===== src/hdl/itc_pkg.sv =====
// Constants, register map and types for the interval timer compare core.
//
// Contract
// Filter enable; sample clock fxx or fxx/4
// Three equal samples accept level; shorter rejected
// Triggers only in trigger and one-shot modes
// Batch transfer modes versus immediate transfer modes
// Event count mode needs edge select 00
// Trigger/one-shot/width modes need internal clock
// Immediate modes copy compare writes at once
// Batch copies both on cycle match if armed
// Software writes first then second compare
// Only cycle buffer match clears counter
// Mode 000 is interval, count enable runs
// Start: FFFF to 0000, toggle out0, load
// Cycle match clears, toggles out0, raises irq
// Interval is compare plus one counts
// Compare zero: irq every count after first
// Compare FFFF: no overflow irq or flag
// Stop counter before lowering cycle compare
// Lowered compare: wrap through FFFF, then match
// Second compare not above first toggles out1
// Second compare above first: no irq, no toggle
// Wait three sample clocks after clock change
// Match irqs are one-cycle pulses
// Filter output edges detected synchronously, once each
package itc_pkg;
    localparam logic [3:0] ITC_ADDR_CTL0 = 4'h0;
    localparam logic [3:0] ITC_ADDR_CTL1 = 4'h1;
    localparam logic [3:0] ITC_ADDR_IOC1 = 4'h2;
    localparam logic [3:0] ITC_ADDR_OPT0 = 4'h3;
    localparam logic [3:0] ITC_ADDR_CYCLE_BUFFER = 4'h4;
    localparam logic [3:0] ITC_ADDR_SECOND_BUFFER = 4'h5;
    localparam logic [3:0] ITC_ADDR_CNT = 4'h6;
    localparam logic [3:0] ITC_ADDR_NFC = 4'h7;
    localparam logic [3:0] ITC_ADDR_STAT = 4'h8;
    localparam int ITC_CTL0_CE_BIT = 7;
    localparam int ITC_CTL0_CKS_LSB = 0;
    localparam int ITC_CTL1_EST_BIT = 6;
    localparam int ITC_CTL1_EEE_BIT = 5;
    localparam int ITC_CTL1_MD_LSB = 0;
    localparam int ITC_IOC1_IS_LSB = 0;
    localparam int ITC_OPT0_OVF_BIT = 0;
    localparam int ITC_NFC_EN_BIT = 7;
    localparam int ITC_NFC_SEL_BIT = 0;
    localparam logic [15:0] ITC_CCR_RST = 16'h0000;
    localparam logic [15:0] ITC_CNT_IDLE = 16'hffff;
    localparam logic [15:0] ITC_CNT_ZERO = 16'h0000;
    localparam logic [7:0] ITC_REG8_RST = 8'h00;
    localparam int ITC_FILT_SAMPLES = 3;
    localparam logic [1:0] ITC_DIV4_LAST = 2'h3;
    localparam logic [2:0] ITC_PRESC_RST = 3'h0;
    typedef enum logic [2:0] {
        ITC_MD_INTERVAL = 3'h0,
        ITC_MD_EVENT = 3'h1,
        ITC_MD_EXTTRIG = 3'h2,
        ITC_MD_ONESHOT = 3'h3,
        ITC_MD_PWM = 3'h4,
        ITC_MD_FREERUN = 3'h5,
        ITC_MD_PULSEW = 3'h6
    } itc_mode_t;
    typedef struct packed {
        logic [3:0] addr;
        logic [15:0] wdata;
        logic wr;
        logic rd;
    } itc_bus_t;
    typedef struct packed {
        logic cc0;
        logic cc1;
    } itc_irq_t;
endpackage


===== src/hdl/itc_core.sv =====
// Interval timer compare core with input noise filters and register port.
//
// Strobed register access and the address map were left to the implementer.
`timescale 1ns/1ps
`default_nettype none
module itc_core
    import itc_pkg::*;
(
    input wire logic CLK,
    input wire logic RST_N,
    input wire logic [3:0] ADDR,
    input wire logic [15:0] WDATA,
    input wire logic WR,
    input wire logic RD,
    output logic [15:0] RDATA,
    input wire logic CAPTURE_TRIGGER_IN0,
    input wire logic CAPTURE_TRIGGER_IN1,
    output logic TIMER_OUT0,
    output logic TIMER_OUT1,
    output logic CYCLE_MATCH_IRQ,
    output logic SECOND_MATCH_IRQ,
    output logic TRIG_EDGE0,
    output logic TRIG_EDGE1
);
    typedef enum logic [1:0] {
        ITC_ST_IDLE = 2'b00,
        ITC_ST_START = 2'b01,
        ITC_ST_RUN = 2'b11
    } itc_state_t;

    itc_bus_t bus;
    assign bus = '{addr: ADDR, wdata: WDATA, wr: WR, rd: RD};

    logic [7:0] timer_control0_reg;
    logic [7:0] timer_control1_reg;
    logic [7:0] input_edge_control_reg;
    logic [7:0] input_filter_control_reg;
    logic [15:0] cycle_compare_reg;
    logic [15:0] second_compare_reg;
    logic [15:0] cycle_buffer_reg;
    logic [15:0] second_buffer_reg;
    logic [15:0] count_reg;
    logic batch_arm_reg;
    itc_state_t state_reg;
    logic [15:0] rdata_reg;
    logic out0_reg, out1_reg;
    itc_irq_t irq_reg;
    logic [6:0] presc_reg;
    logic [1:0] fdiv_reg;
    logic [1:0] edge_reg;

    wire wr_ctl0 = bus.wr && bus.addr == ITC_ADDR_CTL0;
    wire wr_ctl1 = bus.wr && bus.addr == ITC_ADDR_CTL1;
    wire wr_ioc1 = bus.wr && bus.addr == ITC_ADDR_IOC1;
    wire wr_cycle_buffer = bus.wr && bus.addr == ITC_ADDR_CYCLE_BUFFER;
    wire wr_second_buffer = bus.wr && bus.addr == ITC_ADDR_SECOND_BUFFER;
    wire wr_nfc = bus.wr && bus.addr == ITC_ADDR_NFC;
    wire count_enable_bit = timer_control0_reg[ITC_CTL0_CE_BIT];
    wire [2:0] clk_sel = timer_control0_reg[ITC_CTL0_CKS_LSB +: 3];
    wire [2:0] operating_mode_field = timer_control1_reg[ITC_CTL1_MD_LSB +: 3];
    wire software_trigger_bit = timer_control1_reg[ITC_CTL1_EST_BIT];
    wire external_count_clock_select = timer_control1_reg[ITC_CTL1_EEE_BIT];
    wire input_filter_enable = input_filter_control_reg[ITC_NFC_EN_BIT];
    wire filter_sample_clock_select = input_filter_control_reg[ITC_NFC_SEL_BIT];

    // batch mode decode
    function automatic logic itc_is_batch(input logic [2:0] md);
        itc_is_batch = (md == ITC_MD_EXTTRIG) || (md == ITC_MD_PWM);
    endfunction
    // immediate mode decode
    function automatic logic itc_is_immediate(input logic [2:0] md);
        itc_is_immediate = (md == ITC_MD_INTERVAL) || (md == ITC_MD_EVENT) ||
                           (md == ITC_MD_ONESHOT) || (md == ITC_MD_FREERUN);
    endfunction

    // filter sample clock select
    wire sample_tick = filter_sample_clock_select ? (fdiv_reg == ITC_DIV4_LAST) : 1'b1;

    // three-sample noise filter
    logic [1:0] filt_level;
    genvar gi;
    generate
        for (gi = 0; gi < 2; gi++) begin : g_filt
            logic sync1_reg, sync2_reg, level_reg;
            logic [1:0] run_reg;
            wire raw_in = (gi == 0) ? CAPTURE_TRIGGER_IN0 : CAPTURE_TRIGGER_IN1;
            wire differs = sync2_reg != level_reg;
            wire accept = sample_tick && differs && (run_reg == 2'(ITC_FILT_SAMPLES - 1));
            always_ff @(posedge CLK or negedge RST_N) begin
                if (!RST_N) begin
                    sync1_reg <= 1'b0;
                    sync2_reg <= 1'b0;
                    level_reg <= 1'b0;
                    run_reg <= 2'h0;
                end else begin
                    sync1_reg <= raw_in;
                    sync2_reg <= sync1_reg;
                    if (!input_filter_enable) begin
                        level_reg <= sync2_reg;
                        run_reg <= 2'h0;
                    end else if (sample_tick) begin
                        if (!differs)
                            run_reg <= 2'h0;
                        else if (accept) begin
                            level_reg <= sync2_reg;
                            run_reg <= 2'h0;
                        end else
                            run_reg <= run_reg + 2'h1;
                    end
                end
            end
            assign filt_level[gi] = level_reg;
        end
    endgenerate

    // edge detect on filtered level
    logic [1:0] filt_prev_reg;
    wire [1:0] filt_edge = filt_level ^ filt_prev_reg;

    // triggers only in trigger modes
    wire trig_mode = operating_mode_field == ITC_MD_EXTTRIG || operating_mode_field == ITC_MD_ONESHOT;
    wire [1:0] trig_next = trig_mode ? {filt_edge[1], filt_edge[0] | software_trigger_bit} : 2'b00;

    // Count clock: prescaled peripheral clock, or filtered edges of input 0.
    wire presc_tick = (clk_sel == ITC_PRESC_RST) ? 1'b1 : (presc_reg[clk_sel - 3'h1 +: 1] == 1'b1 &&
                      presc_reg[6:0] == 7'((1 << clk_sel) - 1));
    wire count_tick = external_count_clock_select ? filt_edge[0] : presc_tick;

    // only cycle buffer match clears
    wire match0 = count_reg == cycle_buffer_reg;
    wire match1 = count_reg == second_buffer_reg;
    // Stopping acts at once, so a tick in the stop cycle can neither match nor start.
    wire running = count_enable_bit && state_reg == ITC_ST_RUN;
    wire start_tick = count_enable_bit && state_reg == ITC_ST_START && count_tick;
    // cycle match event
    // zero compare matches every tick
    wire cyc_event = running && count_tick && match0;
    // second match event
    wire sec_event = running && count_tick && match1;
    // wrap at FFFF raises nothing
    wire [15:0] count_next = !count_enable_bit ? ITC_CNT_IDLE :
                             start_tick || cyc_event ? ITC_CNT_ZERO :
                             running && count_tick ? count_reg + 16'h0001 : count_reg;

    wire imm_mode = itc_is_immediate(operating_mode_field);
    wire batch_mode = itc_is_batch(operating_mode_field);
    // armed batch transfer on cycle match
    wire batch_xfer = batch_mode && cyc_event && batch_arm_reg;

    wire [15:0] rdata_next = bus.addr == ITC_ADDR_CTL0 ? {8'h00, timer_control0_reg} :
                             bus.addr == ITC_ADDR_CTL1 ? {8'h00, timer_control1_reg} :
                             bus.addr == ITC_ADDR_IOC1 ? {8'h00, input_edge_control_reg} :
                             bus.addr == ITC_ADDR_OPT0 ? 16'h0000 :
                             bus.addr == ITC_ADDR_CYCLE_BUFFER ? cycle_compare_reg :
                             bus.addr == ITC_ADDR_SECOND_BUFFER ? second_compare_reg :
                             bus.addr == ITC_ADDR_CNT ? (count_enable_bit ? count_reg : ITC_CNT_ZERO) :
                             bus.addr == ITC_ADDR_NFC ? {8'h00, input_filter_control_reg} :
                             bus.addr == ITC_ADDR_STAT ? {13'h0000, batch_arm_reg, out1_reg, out0_reg} :
                             16'h0000;

    always_ff @(posedge CLK or negedge RST_N) begin
        if (!RST_N) begin
            timer_control0_reg <= ITC_REG8_RST;
            timer_control1_reg <= ITC_REG8_RST;
            input_edge_control_reg <= ITC_REG8_RST;
            input_filter_control_reg <= ITC_REG8_RST;
        end else begin
            if (wr_ctl0)
                timer_control0_reg <= bus.wdata[7:0];
            // The software trigger bit reads back as zero; it acts once.
            if (wr_ctl1)
                timer_control1_reg <= bus.wdata[7:0];
            else
                timer_control1_reg[ITC_CTL1_EST_BIT] <= 1'b0;
            if (wr_ioc1)
                input_edge_control_reg <= bus.wdata[7:0];
            if (wr_nfc)
                input_filter_control_reg <= bus.wdata[7:0] & 8'h81;
        end
    end

    always_ff @(posedge CLK or negedge RST_N) begin
        if (!RST_N) begin
            cycle_compare_reg <= ITC_CCR_RST;
            second_compare_reg <= ITC_CCR_RST;
        end else begin
            if (wr_cycle_buffer)
                cycle_compare_reg <= bus.wdata;
            if (wr_second_buffer)
                second_compare_reg <= bus.wdata;
        end
    end

    // Arm set by a second-compare write wins over the clear by a transfer.
    always_ff @(posedge CLK or negedge RST_N) begin
        if (!RST_N)
            batch_arm_reg <= 1'b0;
        else if (wr_second_buffer && count_enable_bit)
            batch_arm_reg <= 1'b1;
        else if (batch_xfer || !count_enable_bit)
            batch_arm_reg <= 1'b0;
    end

    // immediate copy, load at start
    always_ff @(posedge CLK or negedge RST_N) begin
        if (!RST_N) begin
            cycle_buffer_reg <= ITC_CCR_RST;
            second_buffer_reg <= ITC_CCR_RST;
        end else if (state_reg != ITC_ST_RUN || batch_xfer || (imm_mode && !batch_mode)) begin
            cycle_buffer_reg <= cycle_compare_reg;
            second_buffer_reg <= second_compare_reg;
        end
    end

    // count enable runs the machine; start on first count tick
    always_ff @(posedge CLK or negedge RST_N) begin
        if (!RST_N)
            state_reg <= ITC_ST_IDLE;
        else if (!count_enable_bit)
            state_reg <= ITC_ST_IDLE;
        else
            unique case (state_reg)
                ITC_ST_IDLE: state_reg <= ITC_ST_START;
                ITC_ST_START: state_reg <= count_tick ? ITC_ST_RUN : ITC_ST_START;
                ITC_ST_RUN: state_reg <= ITC_ST_RUN;
                default: state_reg <= ITC_ST_IDLE;
            endcase
    end

    // free count wraps through FFFF to the new match
    always_ff @(posedge CLK or negedge RST_N) begin
        if (!RST_N) begin
            count_reg <= ITC_CNT_IDLE;
            presc_reg <= 7'h00;
            fdiv_reg <= 2'h0;
            filt_prev_reg <= 2'b00;
        end else begin
            count_reg <= count_next;
            presc_reg <= (!count_enable_bit || presc_tick) ? 7'h00 : presc_reg + 7'h01;
            fdiv_reg <= fdiv_reg + 2'h1;
            filt_prev_reg <= filt_level;
        end
    end

    // toggle out0 on start and cycle match
    // one-cycle irq pulses
    always_ff @(posedge CLK or negedge RST_N) begin
        if (!RST_N) begin
            out0_reg <= 1'b0;
            out1_reg <= 1'b0;
            irq_reg <= '0;
            edge_reg <= 2'b00;
            rdata_reg <= 16'h0000;
        end else begin
            if (start_tick || cyc_event)
                out0_reg <= ~out0_reg;
            // no second match, no toggle
            if (sec_event)
                out1_reg <= ~out1_reg;
            irq_reg.cc0 <= cyc_event;
            irq_reg.cc1 <= sec_event;
            edge_reg <= trig_next;
            rdata_reg <= bus.rd ? rdata_next : 16'h0000;
        end
    end

    assign RDATA = rdata_reg;
    assign TIMER_OUT0 = out0_reg;
    assign TIMER_OUT1 = out1_reg;
    assign CYCLE_MATCH_IRQ = irq_reg.cc0;
    assign SECOND_MATCH_IRQ = irq_reg.cc1;
    assign TRIG_EDGE0 = edge_reg[0];
    assign TRIG_EDGE1 = edge_reg[1];

    // compare plus one count ticks between cycle irqs
    // A compare rewritten mid-cycle may be overtaken and wrap, so that cycle is not measured.
    logic [16:0] gap_reg;
    logic gap_ok_reg;
    always_ff @(posedge CLK or negedge RST_N) begin
        if (!RST_N) begin
            gap_reg <= 17'h00000;
            gap_ok_reg <= 1'b0;
        end else begin
            if (cyc_event || !running)
                gap_reg <= 17'h00000;
            else if (count_tick)
                gap_reg <= gap_reg + 17'h00001;
            if (wr_cycle_buffer)
                gap_ok_reg <= 1'b0;
            else if (cyc_event || !running)
                gap_ok_reg <= 1'b1;
        end
    end

    AST_CLEAR_ON_CYCLE: assert property (@(posedge CLK) disable iff (!RST_N)
        cyc_event |=> count_reg == ITC_CNT_ZERO && CYCLE_MATCH_IRQ && $changed(TIMER_OUT0))
        else $error("cycle match did not clear, toggle and interrupt");
    AST_SECOND_NO_CLEAR: assert property (@(posedge CLK) disable iff (!RST_N)
        sec_event && !cyc_event |=> count_reg != ITC_CNT_ZERO || $past(count_reg) == ITC_CNT_IDLE)
        else $error("second match cleared the counter");
    AST_IRQ_PULSE: assert property (@(posedge CLK) disable iff (!RST_N)
        CYCLE_MATCH_IRQ && $past(cycle_buffer_reg) != ITC_CNT_ZERO |=> !CYCLE_MATCH_IRQ)
        else $error("cycle interrupt longer than one cycle");
    AST_OUT1_QUIET: assert property (@(posedge CLK) disable iff (!RST_N)
        !sec_event |=> $stable(TIMER_OUT1))
        else $error("second output moved without a match");
    AST_START_WRAP: assert property (@(posedge CLK) disable iff (!RST_N)
        start_tick |=> count_reg == ITC_CNT_ZERO && $changed(TIMER_OUT0) && state_reg == ITC_ST_RUN)
        else $error("start did not wrap counter and toggle output");
    AST_IMMEDIATE_COPY: assert property (@(posedge CLK) disable iff (!RST_N)
        wr_cycle_buffer && imm_mode && running && $stable(timer_control1_reg) ##1 running |=>
        cycle_buffer_reg == $past(cycle_compare_reg))
        else $error("immediate write did not reach the buffer");
    AST_BATCH_HOLD: assert property (@(posedge CLK) disable iff (!RST_N)
        running && batch_mode && !batch_xfer |=> $stable(cycle_buffer_reg))
        else $error("batch buffer changed without an armed match");
    AST_TRIG_IGNORED: assert property (@(posedge CLK) disable iff (!RST_N)
        !trig_mode |=> !TRIG_EDGE0 && !TRIG_EDGE1)
        else $error("trigger passed outside trigger modes");
    AST_FILTER_HOLD: assert property (@(posedge CLK) disable iff (!RST_N)
        input_filter_enable && $past(input_filter_enable) && $changed(filt_level[0]) |->
        $past(g_filt[0].run_reg) == 2'h2)
        else $error("filter accepted level before three samples");
    AST_INTERVAL: assert property (@(posedge CLK) disable iff (!RST_N)
        cyc_event && imm_mode && gap_ok_reg |-> gap_reg <= {1'b0, cycle_buffer_reg})
        else $error("interval longer than compare plus one");
    // With the filter off a one-clock pulse rightly gives two edges in a row.
    AST_EDGE_ONCE: assert property (@(posedge CLK) disable iff (!RST_N)
        input_filter_enable && filt_edge[0] |=> !filt_edge[0])
        else $error("one level change gave two edges");
    AST_ZERO_HOLD: assert property (@(posedge CLK) disable iff (!RST_N)
        cyc_event && cycle_buffer_reg == ITC_CNT_ZERO |=> count_reg == ITC_CNT_ZERO && CYCLE_MATCH_IRQ)
        else $error("zero compare let the counter move");
    AST_STOP_QUIET: assert property (@(posedge CLK) disable iff (!RST_N)
        !count_enable_bit |=> !CYCLE_MATCH_IRQ && !SECOND_MATCH_IRQ && count_reg == ITC_CNT_IDLE)
        else $error("stopped counter moved or interrupted");
    AST_BATCH_COPY: assert property (@(posedge CLK) disable iff (!RST_N)
        batch_xfer && !wr_second_buffer |=> !batch_arm_reg && cycle_buffer_reg == $past(cycle_compare_reg) &&
        second_buffer_reg == $past(second_compare_reg))
        else $error("armed batch transfer did not copy both compares");
    COV_START: cover property (@(posedge CLK) disable iff (!RST_N) start_tick);
    COV_CYCLE: cover property (@(posedge CLK) disable iff (!RST_N) cyc_event);
    COV_SECOND: cover property (@(posedge CLK) disable iff (!RST_N) sec_event && !cyc_event);
    COV_BATCH: cover property (@(posedge CLK) disable iff (!RST_N) batch_xfer);
    COV_ZERO: cover property (@(posedge CLK) disable iff (!RST_N) cyc_event && cycle_buffer_reg == ITC_CNT_ZERO);
endmodule
`default_nettype wire


===== config.mk =====
export PLATFORM = sky130hd
export DESIGN_NAME = itc_core
export DESIGN_NICKNAME = d
export VERILOG_FILES = /design/src/hdl/itc_pkg.sv /design/src/hdl/itc_core.sv
export SDC_FILE = /design/constraint.sdc
export NUM_CORES = 1
export LEC_CHECK = 0
export ABC_CLOCK_PERIOD_IN_PS = 5300
export BUFFER_PORTS_ARGS = -buffer_cell sky130_fd_sc_hd__buf_4
export CAP_MARGIN = 25
export CORE_MARGIN = 4
export CORE_UTILIZATION = 30
export CTS_CLUSTER_DIAMETER = 60
export DETAILED_ROUTE_END_ITERATION = 12
export GPL_ROUTABILITY_DRIVEN = 0
export SLEW_MARGIN = 20
export SYNTH_ARGS = -nofsm -noshare
export SYNTH_HDL_FRONTEND = slang
export SYNTH_SLANG_ARGS = --single-unit

===== constraint.sdc =====
create_clock -name CLK -period 5.3 [get_ports CLK]
set_clock_uncertainty 0.1 [all_clocks]
set_input_delay 0.265 -clock CLK [delete_from_list [all_inputs] [get_ports CLK]]
set_output_delay 0.265 -clock CLK [all_outputs]
set_load 0.1 [all_outputs]

==> impl_metrics.csv <==
group,metric,value,unit
floorplan,fp.dieW,162.6,um
critical_path,cp_data_arrival_time,3.45,ns
synthesis,netlist_area,0.007174,mm2
clock_tree,cts_tree,"done",
detailed_routing,drt-vias-per-instance,4.950,
synthesis,synthArstFlopShare,100.0,%
synthesis,ys_warn_count,0,
place,port_buffers,47,
floorplan,die-area,0.02645,mm2
timing,whs,0.02083,ns
timing,slew_headroom,41.19,%
detailed_routing,drt_iter0_drc,348,
timing,min_period_over_period,60.78,%
power,seq_power_share,44.8,%
clock_tree,path_clk_slew,0.07,ns
clock_tree,root_buffer,"clkbuf_16",
global_routing,grt_first_pass_wirelength,27470,um
timing,fin_setup_tns,0,ns
detailed_routing,num_vias,4990,
final_layout,final_common_cell,"dfrtp_1",
clock_tree,cts_buffers,17,
critical_path,crit_fanout,9,
critical_path,start_kind,"flip-flop",
detailed_routing,drc,0,
power,ir_drop,267.3,uV
floorplan,initial_core_util,30.57,%
synthesis,syn_nets,661,
timing,fmax,310.4,MHz
place,place_inst,962,
detailed_routing,wl_per_cell,16.51,um
global_routing,overflow,0,
run_status,outcome,"completed",
power,clock_power_share,31.5,%
clock_tree,clk_latency,0.43,ns
synthesis,synth_edf_count,0,
critical_path,critPathCaptureType,"flip-flop",
synthesis,syn_inst,629,
timing,worst_pin_slew,0.8822,ns
final_layout,fillers,2355,
synthesis,synthFlopType,"dfrtp_1",
critical_path,crit_type,"reg2reg",
global_routing,antenna_found_initial,0,
final_layout,n_antenna_cell,0,
timing,setup_violations,0,
floorplan,core,0.02347,mm2
power,internal_power,2.390,mW
clock_tree,cts.sinks,152,
final_layout,layout.cells.non_filler,1008,
synthesis,syn_area_per_cell,11.41,um2
place,pre_cts_ws,2.112,ns
power,power_switching,1.274,mW
clock_tree,clk_path_buf_depth,2,
final_layout,nNetsFinal,708,
global_routing,grtUsageTotal,13.22,%
power,power_leakage,3.626,nW
timing,rsz0062_at_grt,"false",
global_routing,grt_start_max_net_pins,99,
synthesis,synth_cell_type_count,54,
run,cap_violations,0,
timing,final_hold_viol_count,0,
floorplan,ios,48,
floorplan,die_h,162.6,um
final_layout,layout-drive-gt1-share,23.95,%
clock_tree,h-tree-depth,4,
floorplan,rows,56,
timing,min_period,3.221,ns
global_routing,first_global_vias,4984,
hold_path,hold_class,"in2reg",
critical_path,cp_data_required_time,5.53,ns
detailed_routing,routed_wl,16650,um
timing,worst_slack,2.079,ns
power,switching_share,34.77,%
detailed_routing,dr.pass1.iters,6,
detailed_routing,drtAntennaViolNets,0,
synthesis,ys_seq_elements,152,
power,combPwrFrac,23.7,%
synthesis,synth_seq_area_share,53.30,%
final_layout,final_cell_mix,"136 x dfrtp_1, 56 x mux2_2, 50 x buf_4",
place,dpl.hpwl,11500,um
final_layout,syn_to_final_growth,18.45,%
power,p_per_area,431.2,mW/mm2
timing,drv_slew,0,
power by group through the flow:
stage	registers [mW]	clock network [mW]	logic, mW
after floorplan	1.64	0	0.627
after global placement	1.66	0	0.854
after detailed placement	1.66	0	0.866
after CTS	1.64	1.18	0.879
after global routing	1.68	1.24	0.968
final	1.64	1.15	0.868
cells in the mapped netlist (6+ instances only):
| cell | number | share of area [%] |
|---|---|---|
| dfrtp_1 | 136 | 47 |
| mux2_2 | 56 | 8.8 |
| nand2_1 | 47 | 2.5 |
| nor2_1 | 46 | 2.4 |
| o21ai_0 | 40 | 2.8 |
| xor2_1 | 34 | 4.2 |
| clkbuf_1 | 30 | 1.6 |
| mux2_1 | 30 | 4.7 |
| nand3_1 | 23 | 1.6 |
| a21oi_1 | 19 | 1.3 |
| dfstp_2 | 16 | 5.9 |
| inv_1 | 13 | 0.68 |
| xnor2_1 | 12 | 1.5 |
| nor4_1 | 11 | 0.96 |
| a31oi_1 | 10 | 0.87 |
| and3_1 | 10 | 0.87 |
| a222oi_1 | 8 | 1.1 |
| mux2i_1 | 7 | 0.98 |
| nor2b_1 | 7 | 0.61 |
| ha_1 | 6 | 1.0 |
| nand4b_1 | 6 | 0.73 |
worst paths after layout:
check,slack (ns),endpoint,cells after the start,startpoint
min,0.02,cycle_compare_reg[7],2,WDATA[7]
max reg2reg,2.08,count_reg[7],9,timer_control0_reg[0]
min in group asynchronous,0.40,g_filt[0].sync1_reg,2,RST_N
min reg2reg,0.27,g_filt[1].sync2_reg,0,g_filt[1].sync1_reg
max in group asynchronous,3.45,cycle_compare_reg[10],3,RST_N
max,2.08,count_reg[7],9,timer_control0_reg[0]
through the flow:
step,power [mW],util (%),cell area (um2)
finish,3.664,36.20,8498
global route,3.880,36.20,8498
CTS,3.706,36.17,8491
detailed placement,2.529,33.25,7804
global placement,2.512,33.25,7804
floorplan,2.270,-,7174
critical path: stages, from the launching register on:
cell and delay [ns]:
dfrtp_1 0.46, inv_1 0.12, ha_1 0.34, mux4_2 0.35
o221ai_1 0.12, o21ai_1 0.24, nand3_4 0.14, o41ai_4 0.58
nand2_1 0.30, o311ai_1 0.38
layout make-up:
cell class	count	area, um2	share of cell area (%)
Sequential cell	152	3824	44.99
Multi-Input combinational cell	426	3146	37.01
Timing Repair Buffer	64	516.7	6.081
Clock buffer	17	425.4	5.006
Tap cell	319	399.1	4.697
Clock inverter	15	131.4	1.546
Inverter	15	56.30	0.6625
cells by family (layout without fill, tap and decap cells):
| group | Yosys count | count (layout) | synth area share (%) |
|---|---|---|---|
| AND/OR/NAND/NOR | 175 | 175 | 12.33 |
| flip-flops | 152 | 152 | 53.30 |
| buffers and inverters | 51 | 111 | 2.860 |
| multiplexers | 94 | 94 | 14.79 |
| AO/OA/AOI/OAI | 105 | 105 | 10.06 |
| adder cells (fa/ha/maj) | 6 | 6 | 1.046 |
| XOR/XNOR | 46 | 46 | 5.616 |
timing repair:
item	CTS	global route
setup buffers	0	0
resized for setup	0	0
hold endpoints to repair	113	0
endpoints found under the setup margin	0	0
hold buffers	13	0
routing by layer:
metal	vias up	global-route usage (%)	part of all wire, %
li1	2355	-	-
met3	21	2.784	3.2
met2	96	21.07	48
met4	0	4.308	1.6
met5	-	0	0
met1	2518	18.08	47
(Power assumes the default switching activity.)
